**src/hw/fls_params.svh**
```systemverilog
// constants for the force limit selector: offsets, fields, resets, timing
// assumes a 200 MHz system clock and a Wishbone byte-addressed register map
`ifndef FLS_PARAMS_SVH
`define FLS_PARAMS_SVH

// register byte offsets, one aligned 32-bit word each
`define FLS_ADR_SELECT     8'h00
`define FLS_ADR_FIRST      8'h04
`define FLS_ADR_SECOND     8'h08
`define FLS_ADR_RATE12     8'h0C
`define FLS_ADR_RATE21     8'h10
`define FLS_ADR_FWD_EXT    8'h14
`define FLS_ADR_REV_EXT    8'h18
`define FLS_ADR_SCALE      8'h1C
`define FLS_ADR_IN2_OFS    8'h20
`define FLS_ADR_IN2_TC     8'h24
`define FLS_ADR_IN3_OFS    8'h28
`define FLS_ADR_IN3_TC     8'h2C
`define FLS_ADR_STATUS     8'h30

// status word field positions
`define FLS_ST_FWD_LSB     0
`define FLS_ST_REV_LSB     10
`define FLS_ST_APPLY_BIT   20
`define FLS_ST_RAMP_BIT    21

// limits in percent of rated force
`define FLS_LIM_MAX        10'h1F4
`define FLS_LIM_RESET      10'h1F4
`define FLS_SCALE_RESET    10'h064
`define FLS_SEL_RESET      3'h1
`define FLS_SEL_LAST       3'h6
`define FLS_SEL_RAMPED     3'h3

// analogue code: 4096 counts of magnitude span 10 V
`define FLS_ANA_SHIFT      12

// control cycle timing
`define FLS_CLK_PERIOD_NS  5
`define FLS_CTRL_CYCLE_NS  62500
`define FLS_CTRL_CYCLES    (`FLS_CTRL_CYCLE_NS / `FLS_CLK_PERIOD_NS)

`endif

```
**src/hw/fls_pkg.sv**
```systemverilog
// types for the force limit selector
// assumes the constants header is included by the files that use it
package fls_pkg;

  // classic Wishbone request from the bus master
  typedef struct packed {
    logic        cyc;
    logic        stb;
    logic        we;
    logic [7:0]  adr;
    logic [3:0]  sel;
    logic [31:0] dat;
  } fls_wb_req_t;

  // the whole state of the selector
  typedef struct packed {
    logic [2:0]         sel;
    logic [9:0]         lim1;
    logic [9:0]         lim2;
    logic [9:0]         rate12;
    logic [9:0]         rate21;
    logic [9:0]         fext;
    logic [9:0]         rext;
    logic [9:0]         scale;
    logic signed [12:0] off2;
    logic signed [12:0] off3;
    logic [3:0]         tc2;
    logic [3:0]         tc3;
    logic signed [12:0] filt2;
    logic signed [12:0] filt3;
    logic [9:0]         ramp;
    logic               snap;
    logic [15:0]        tick_cnt;
    logic [9:0]         fwd;
    logic [9:0]         rev;
    logic               apply;
    logic               ack;
    logic [31:0]        rdata;
  } fls_state_t;

endpackage

```
**src/hw/fls_force_limit.sv**
```systemverilog
// force limit selector: picks forward and reverse force limits in percent
// assumes analogue inputs arrive as signed codes synchronous to clk_i,
// and the discrete inputs are already debounced by the controller
//
// Notes on behaviour
// RULE_01 - select 0: forward from analogue in2 positive, reverse from in3 negative
// RULE_02 - select 1: first limit applies forward and reverse
// RULE_03 - select 2: first limit forward, second limit reverse
// RULE_04 - select 3, switch input off: first limit both directions
// RULE_05 - select 3, switch input on: second limit both directions
// RULE_06 - select 4: forward from in2, reverse from in3, both positive span
// RULE_07 - select 5: forward analogue input limits both directions
// RULE_08 - select 6, switch off: first limit forward, second reverse
// RULE_09 - select 6, switch on: external forward and reverse limits
// RULE_10 - force control mode always uses the first limit
// RULE_11 - with feed-forward, limit applies only in speed mode, select 1..3
// RULE_12 - ramping between limits happens only with select 3
// RULE_13 - first to second transition uses the one-to-two rate
// RULE_14 - second to first transition uses the two-to-one rate
// RULE_15 - ramp direction follows comparison of current and target limit
// RULE_16 - software write of first or second limit applies at once
// RULE_17 - limits accept 0 to 500 percent and reset to 500
// RULE_18 - output is the lower of chosen limit and current cap
// RULE_19 - analogue limit multiplied by programmable scale
// RULE_20 - analogue inputs get offset correction and first-order lag filter
// RULE_21 - ramp steps once per control cycle, stops exactly on target
// RULE_22 - controller holds switch input stable at least one control cycle
//
// Implementation choices: the placing of the registers and register access over Wishbone.
`timescale 1ns/10ps
`include "fls_params.svh"

module fls_force_limit #(
  parameter int CTRL_DIV = `FLS_CTRL_CYCLES
) (
  input  wire logic                 clk_i,
  input  wire logic                 rst_i,
  input  wire fls_pkg::fls_wb_req_t wb_req_i,
  output logic                      wb_ack_o,
  output logic [31:0]               wb_dat_o,
  input  wire logic signed [12:0]   fwd_analog_limit_i,
  input  wire logic signed [12:0]   rev_analog_limit_i,
  input  wire logic                 limit_switch_select_i,
  input  wire logic                 force_mode_i,
  input  wire logic                 speed_mode_i,
  input  wire logic                 feedforward_sel_i,
  input  wire logic [9:0]           current_cap_i,
  output logic [9:0]                fwd_limit_o,
  output logic [9:0]                rev_limit_o,
  output logic                      limit_apply_o,
  output logic                      ramp_active_o
);

  // the tick counter is 16 bits wide in the state struct
  if (CTRL_DIV < 1 || CTRL_DIV > 65535) begin : g_bad_div
    $error("CTRL_DIV out of range");
  end
  localparam logic [15:0] DIV_LAST = 16'(CTRL_DIV - 1);

  fls_pkg::fls_state_t q;
  fls_pkg::fls_state_t d;

  logic       tick;
  logic       acc;
  logic       wr;
  logic [9:0] tgt;
  logic [9:0] rate;

  // lower of two limits
  function automatic logic [9:0] lo10(input logic [9:0] a,
                                      input logic [9:0] b);
    lo10 = (a < b) ? a : b;
  endfunction

  // clamp a raw setting into the legal percent range
  function automatic logic [9:0] clamp_lim(input logic [9:0] v);
    clamp_lim = lo10(v, `FLS_LIM_MAX);
  endfunction

  // positive part of a signed code, as a 12-bit magnitude
  function automatic logic [11:0] pos_mag(input logic signed [13:0] v);
    if (v <= 14'sh0000)
      pos_mag = 12'h000;
    else if (v > 14'sh0FFF)
      pos_mag = 12'hFFF;
    else
      pos_mag = v[11:0];
  endfunction

  // scaled analogue magnitude as a percent limit
  function automatic logic [9:0] ana_lim(input logic [11:0] mag,
                                         input logic [9:0]  scl);
    logic [21:0] prod;
    logic [9:0]  pct;
    prod = 22'(mag) * 22'(scl);
    pct  = prod[21:`FLS_ANA_SHIFT];
    ana_lim = clamp_lim(pct);
  endfunction

  // saturate a 14-bit signed value to the 13-bit code range
  function automatic logic signed [12:0] sat13(input logic signed [13:0] v);
    if (v > 14'sh0FFF)
      sat13 = 13'sh0FFF;
    else if (v < -14'sh1000)
      sat13 = -13'sh1000;
    else
      sat13 = v[12:0];
  endfunction

  // one step of a first-order lag: y += (x - off - y) >> tc
  function automatic logic signed [12:0] lag(
      input logic signed [12:0] x,
      input logic signed [12:0] off,
      input logic signed [12:0] y,
      input logic [3:0]         tc);
    logic signed [13:0] xc;
    logic signed [14:0] diff;
    logic signed [14:0] step;
    xc   = 14'(sat13(14'(x) - 14'(off)));
    diff = 15'(xc) - 15'(y);
    step = diff >>> tc;
    lag  = sat13(14'(15'(y) + step));
  endfunction

  // byte-lane merge of a write into a narrow register
  function automatic logic [15:0] wmerge(input logic [15:0] old,
                                         input logic [31:0] dat,
                                         input logic [3:0]  bsel);
    wmerge[7:0]  = bsel[0] ? dat[7:0]  : old[7:0];
    wmerge[15:8] = bsel[1] ? dat[15:8] : old[15:8];
  endfunction

  // register word as software reads it; writes merge into the same view
  function automatic logic [31:0] reg_word(input fls_pkg::fls_state_t s,
                                           input logic              busy,
                                           input logic [7:0]        adr);
    case (adr)
      `FLS_ADR_SELECT:  reg_word = {29'h00000000, s.sel};
      `FLS_ADR_FIRST:   reg_word = {22'h000000, s.lim1};
      `FLS_ADR_SECOND:  reg_word = {22'h000000, s.lim2};
      `FLS_ADR_RATE12:  reg_word = {22'h000000, s.rate12};
      `FLS_ADR_RATE21:  reg_word = {22'h000000, s.rate21};
      `FLS_ADR_FWD_EXT: reg_word = {22'h000000, s.fext};
      `FLS_ADR_REV_EXT: reg_word = {22'h000000, s.rext};
      `FLS_ADR_SCALE:   reg_word = {22'h000000, s.scale};
      `FLS_ADR_IN2_OFS: reg_word = {19'h00000, s.off2};
      `FLS_ADR_IN2_TC:  reg_word = {28'h0000000, s.tc2};
      `FLS_ADR_IN3_OFS: reg_word = {19'h00000, s.off3};
      `FLS_ADR_IN3_TC:  reg_word = {28'h0000000, s.tc3};
      `FLS_ADR_STATUS:  reg_word = {10'h000, busy, s.apply, s.rev, s.fwd};
      default:          reg_word = 32'h00000000;
    endcase
  endfunction

  // bus strobes: one ack per request, dropped the cycle after
  assign acc  = wb_req_i.cyc & wb_req_i.stb & ~q.ack;
  assign wr   = acc & wb_req_i.we;
  assign tick = (q.tick_cnt == DIV_LAST);

  // ramp target and rate follow the switch input
  assign tgt  = limit_switch_select_i ? q.lim2 : q.lim1; // RULE_04 RULE_05
  assign rate = limit_switch_select_i ? q.rate12 : q.rate21; // RULE_13 RULE_14

  // next-state logic for the whole block
  always_comb begin
    logic [9:0]  fsel;
    logic [9:0]  rsel;
    logic [9:0]  a2p;
    logic [9:0]  a3p;
    logic [9:0]  a3n;
    logic [9:0]  gap;
    logic [15:0] nv;
    logic [31:0] cur;
    fsel = 10'h000;
    rsel = 10'h000;
    gap  = 10'h000;
    nv   = 16'h0000;
    cur  = 32'h00000000;
    // scaled analogue limits from the filtered codes
    a2p  = ana_lim(pos_mag(14'(q.filt2)), q.scale);  // RULE_19
    a3p  = ana_lim(pos_mag(14'(q.filt3)), q.scale);  // RULE_19
    a3n  = ana_lim(pos_mag(-14'(q.filt3)), q.scale); // RULE_19
    d = q;
    d.ack = acc;
    d.tick_cnt = tick ? 16'h0000 : q.tick_cnt + 16'h0001;

    // analogue conditioning once per control cycle
    if (tick) begin
      d.filt2 = lag(fwd_analog_limit_i, q.off2, q.filt2, q.tc2); // RULE_20
      d.filt3 = lag(rev_analog_limit_i, q.off3, q.filt3, q.tc3); // RULE_20
    end

    // ramp: follows at once unless ramped select, no pending snap and a nonzero rate
    if (q.sel != `FLS_SEL_RAMPED || q.snap || rate == 10'h000) begin
      d.ramp = tgt; // RULE_12 RULE_16
      d.snap = 1'b0;
    end else if (tick) begin
      if (q.ramp < tgt) begin
        gap = tgt - q.ramp;
        d.ramp = q.ramp + lo10(rate, gap); // RULE_15 RULE_21
      end else begin
        gap = q.ramp - tgt;
        d.ramp = q.ramp - lo10(rate, gap); // RULE_15 RULE_21
      end
    end

    // source selection
    case (q.sel)
      3'h0: begin
        fsel = a2p; // RULE_01
        rsel = a3n; // RULE_01
      end
      3'h1: begin
        fsel = q.lim1; // RULE_02
        rsel = q.lim1; // RULE_02
      end
      3'h2: begin
        fsel = q.lim1; // RULE_03
        rsel = q.lim2; // RULE_03
      end
      3'h3: begin
        fsel = q.ramp; // RULE_04 RULE_05
        rsel = q.ramp;
      end
      3'h4: begin
        fsel = a2p; // RULE_06
        rsel = a3p; // RULE_06
      end
      3'h5: begin
        fsel = a2p; // RULE_07
        rsel = a2p; // RULE_07
      end
      3'h6: begin
        fsel = limit_switch_select_i ? q.fext : q.lim1; // RULE_08 RULE_09
        rsel = limit_switch_select_i ? q.rext : q.lim2; // RULE_08 RULE_09
      end
      default: begin
        // code 7 cannot be written; kept safe anyway
        fsel = q.lim1;
        rsel = q.lim1;
      end
    endcase
    if (force_mode_i) begin
      fsel = q.lim1; // RULE_10
      rsel = q.lim1; // RULE_10
    end
    d.fwd = lo10(fsel, current_cap_i); // RULE_18
    d.rev = lo10(rsel, current_cap_i); // RULE_18
    d.apply = ~feedforward_sel_i |
              (speed_mode_i & ~force_mode_i &
               q.sel >= 3'h1 & q.sel <= 3'h3); // RULE_11

    // register writes merge byte lanes into the current word; a limit
    // write also forces an immediate apply past any ramp in progress
    if (wr) begin
      cur = reg_word(q, 1'b0, wb_req_i.adr);
      nv  = wmerge(cur[15:0], wb_req_i.dat, wb_req_i.sel);
      case (wb_req_i.adr)
        `FLS_ADR_SELECT: begin
          if (nv[2:0] <= `FLS_SEL_LAST)
            d.sel = nv[2:0];
        end
        `FLS_ADR_FIRST: begin
          d.lim1 = clamp_lim(nv[9:0]); // RULE_17
          d.snap = 1'b1;               // RULE_16
        end
        `FLS_ADR_SECOND: begin
          d.lim2 = clamp_lim(nv[9:0]); // RULE_17
          d.snap = 1'b1;               // RULE_16
        end
        `FLS_ADR_RATE12:  d.rate12 = nv[9:0];
        `FLS_ADR_RATE21:  d.rate21 = nv[9:0];
        `FLS_ADR_FWD_EXT: d.fext   = clamp_lim(nv[9:0]); // RULE_17
        `FLS_ADR_REV_EXT: d.rext   = clamp_lim(nv[9:0]); // RULE_17
        `FLS_ADR_SCALE:   d.scale  = nv[9:0];
        `FLS_ADR_IN2_OFS: d.off2   = nv[12:0];
        `FLS_ADR_IN2_TC:  d.tc2    = nv[3:0];
        `FLS_ADR_IN3_OFS: d.off3   = nv[12:0];
        `FLS_ADR_IN3_TC:  d.tc3    = nv[3:0];
        default: begin
          // status and unmapped words ignore writes
        end
      endcase
    end
    // read data, registered alongside the ack
    if (acc)
      d.rdata = reg_word(q, q.ramp != tgt, wb_req_i.adr);
  end

  // state register; reset leaves every limit at its widest setting
  always_ff @(posedge clk_i) begin
    if (rst_i) begin
      q          <= '0;
      q.sel      <= `FLS_SEL_RESET;
      q.lim1     <= `FLS_LIM_RESET; // RULE_17
      q.lim2     <= `FLS_LIM_RESET; // RULE_17
      q.fext     <= `FLS_LIM_RESET; // RULE_17
      q.rext     <= `FLS_LIM_RESET; // RULE_17
      q.scale    <= `FLS_SCALE_RESET;
      q.ramp     <= `FLS_LIM_RESET;
      q.fwd      <= `FLS_LIM_RESET;
      q.rev      <= `FLS_LIM_RESET;
      q.apply    <= 1'b1;
    end else begin
      q <= d;
    end
  end

  // outputs straight from state flops, except ramp_active_o, which compares q.ramp with tgt
  assign wb_ack_o      = q.ack;
  assign wb_dat_o      = q.rdata;
  assign fwd_limit_o   = q.fwd;
  assign rev_limit_o   = q.rev;
  assign limit_apply_o = q.apply;
  assign ramp_active_o = (q.sel == `FLS_SEL_RAMPED) && (q.ramp != tgt);
endmodule // fls_force_limit

```
**config.mk**
```make
export PLATFORM = sky130hd
export DESIGN_NAME = fls_force_limit
export DESIGN_NICKNAME = d
export VERILOG_FILES = /design/src/hw/fls_pkg.sv /design/src/hw/fls_force_limit.sv
export VERILOG_INCLUDE_DIRS = /design/src /design/src/hw
export SDC_FILE = /design/constraint.sdc
export NUM_CORES = 2
export LEC_CHECK = 0
export ABC_AREA = 0
export ABC_CLOCK_PERIOD_IN_PS = 13100
export BUFFER_PORTS_ARGS = -buffer_cell sky130_fd_sc_hd__buf_4
export CAP_MARGIN = 10
export CORE_MARGIN = 2
export CORE_UTILIZATION = 50
export DETAILED_ROUTE_END_ITERATION = 10
export PLACE_DENSITY = 0.64
export SYNTH_ARGS = -nofsm -noshare
export SYNTH_HDL_FRONTEND = slang
export SYNTH_SLANG_ARGS = --single-unit
```
**constraint.sdc**
```tcl
create_clock -name clk_i -period 13.1 [get_ports clk_i]
set_clock_uncertainty 0.2 [all_clocks]
set_input_delay 3.93 -clock clk_i [delete_from_list [all_inputs] [get_ports clk_i]]
set_output_delay 3.93 -clock clk_i [all_outputs]
set_load 0.01 [all_outputs]
```
==> metrics.txt <==
maxcap violations=0; Overflow after GRT=0; Post-Syn Area=0.0293 sq mm; Pre-antenna DRT Iters=7; core box area=0.0578 sq mm; Yosys Warn Count=0; largest area contributor in the netlist=fa_1; main area contributors after synthesis=fa_1 (16%), dfxtp_1 (14%), ha_1 (13%); Hold Path Class=flip-flop to flip-flop; CTS H-Tree Depth=1; global-route usage over all layers=30.1%; area of the multi-input gates=0.0226 sq mm; fmax=80.9 MHz; crit path DAT=12620 ps; Power Density=59.1 mW/mm^2; post-DR vias/cell=5.90; Max Slew Vio Count=0; Pleak=0.0153 uW; Tightest Pin Transition=1210 ps; Clock Sinks=204; reg-to-reg startpoint=q[82]; R2R Setup Slk=890 ps; RSZ-0062 raised after global routing=false; CTS root buffer=clkbuf_16; r2r endpoint=rev_limit_o[4]; period utilization=94.3%; Worst Path Required=13360 ps; Fillers=5658; WL per Instance=20.1 um; DP Wirelength=71300 um; depth of the worst register-to-register path=42; #FFs+latches synth=204; Mapped Cells=3773; worst setup margin=746 ps; clk_lat worst skew=560 ps; Crit. End Element=flip-flop; post-cts sizing count=0; crit path to=q[83]; slowest stage cell, crit path=mux4_2; P&R area growth vs syn=7.01%; Post-DRT Antenna Nets=0; CTS buffer count=24; EDFF count, synth=0; crit-path max FO=10; Max Root-Sink Buffers=3; Fin. Hold Viols=0; share of layout cells above drive strength 1=7.57%; initial DRC count=2448; Post-CTS Setup Bufs=0; final setup vio count=0; cts hold-fix bufs=0; n_diodes=0; IO Count=144; dpl ws=257 ps; number of global-route vias before repair=25600; Slew headroom=19.4%; Die X=246 um; crit path from=rev_analog_limit_i[0]; syn avg cell area=7.76 sq um; global-route wire length before repair=144000 um; CP startpoint kind=input port; slowest stage delay, CP=500 ps; crit path kind=input port to flip-flop; die height=246 um; initial antenna violation count=1; routability cong.=0.972; maximum VDD drop=0.0000969 V; sequential area share after synthesis=14.0%; status=finished clean; Reg area=0.00408 sq mm; Final nets=4386; CTS tree=yes; DR DRC count=0; Post-synth ARST share=0%; largest net degree at the start of global routing=84; final WL=91100 um; vias post-DR=26700; Synth top area share=16.4%; PortBufs=112; Synth cell types=80; most frequent cells in the layout=nand2_1 (464), inv_1 (409), ha_1 (310), nor2_1 (294), a21oi_1 (273); Fin Setup TNS=0 ps; Worst-path clk slew=70 ps; total die area=0.0605 sq mm; Starting Density=50.6%; top_reg_cell synth=dfxtp_1; commonest non-fill, non-tap cell in the layout=nand2_1; Worst path most repeated cell=o21ai_0; Rows=88; hold_ws=258 ps; Tmin final=12350 ps
-- critical path: cells and delay by family --
family	cells	cell delay, ps
buffers and inverters	6	740
muxes	2	810
AOI/OAI and AO/OA	25	4640
xor gates and xnor gates	2	570
and+or+nand+nor	4	620
adders and majority gates	5	1290
-- metal layers --
layer,vias up,part of all wire [%],GRT usage (%)
li1,12800,-,-
met1,12700,44,41.7
met2,1018,45,48.6
met3,202,6.5,2.85
met4,0,4.1,11.1
met5,-,0,0
-- logic make-up after synthesis --
logic type	synth area share, %
multiplexers	3.73
other	0.0128
AO/OA/AOI/OAI	18.7
XOR/XNOR	4.37
buffers and inverters	9.09
flip-flops	14.0
adder cells (fa/ha/maj)	29.7
AND/OR/NAND/NOR	20.5
-- report_power, final --
group | switching (uW) | internal (uW) | total [uW]
combinational | 296 | 215 | 512
sequential | 6.59 | 627 | 634
clock | 294 | 411 | 705
-- registers in the layout, indices dropped and copies added (netlist names) --
register	count
fwd_limit_o	10
limit_apply_o	1
q	160
rev_limit_o	10
wb_ack_o	1
wb_dat_o	22
-- cell usage after synthesis (25+ instances only) --
library cell  instances
a22oi_1              34
dfxtp_1             204
nand2_1             464
clkbuf_1            173
a31oi_1              25
a221oi_1             33
o211ai_1             48
mux2_2               31
o21ai_0             147
inv_1               409
a21o_1               50
mux2i_1              63
and2_1              114
a21oi_1             273
nor2b_1              40
xor2_1               47
xnor2_1              99
and3_1              104
nand4_1              25
o21a_1               37
ha_1                310
fa_1                240
nand3_1              68
nor2_1              295
a211oi_1             43
nor3_1               56
buf_4                53
-- final cells by class --
class	count	area share, %
clock buffers	29	2.04
clock inverters	14	0.567
inverters	415	4.97
multi-input cells	2924	72.1
flip-flops and latches	204	13.0
well taps	765	3.06
repair buffers	178	4.27
-- stage by stage --
stage	area [sq um]	instances	util [%]	total power, uW
floorplan	29300	3782	-	1020
global placement	30500	4486	52.8	1150
detailed placement	30500	4486	52.8	1150
CTS	31300	4529	54.2	1850
global route	31300	4529	54.2	1940
finish	31300	4529	54.2	1850
-- worst min-delay path by stage --
stage | slack (ps) | to | start | cells past startpoint
6_report | 260 | wb_dat_o[13] | wb_dat_o[13] | 2
5_1_grt | 270 | wb_dat_o[13] | wb_dat_o[13] | 2
4_1_cts | 260 | wb_dat_o[13] | wb_dat_o[13] | 2
3_5_place_dp | 240 | wb_dat_o[20] | wb_dat_o[20] | 2
3_3_place_gp | 240 | wb_dat_o[21] | wb_dat_o[21] | 2
2_1_floorplan | 230 | wb_dat_o[13] | wb_dat_o[13] | 2
(Power assumes the default switching activity.)
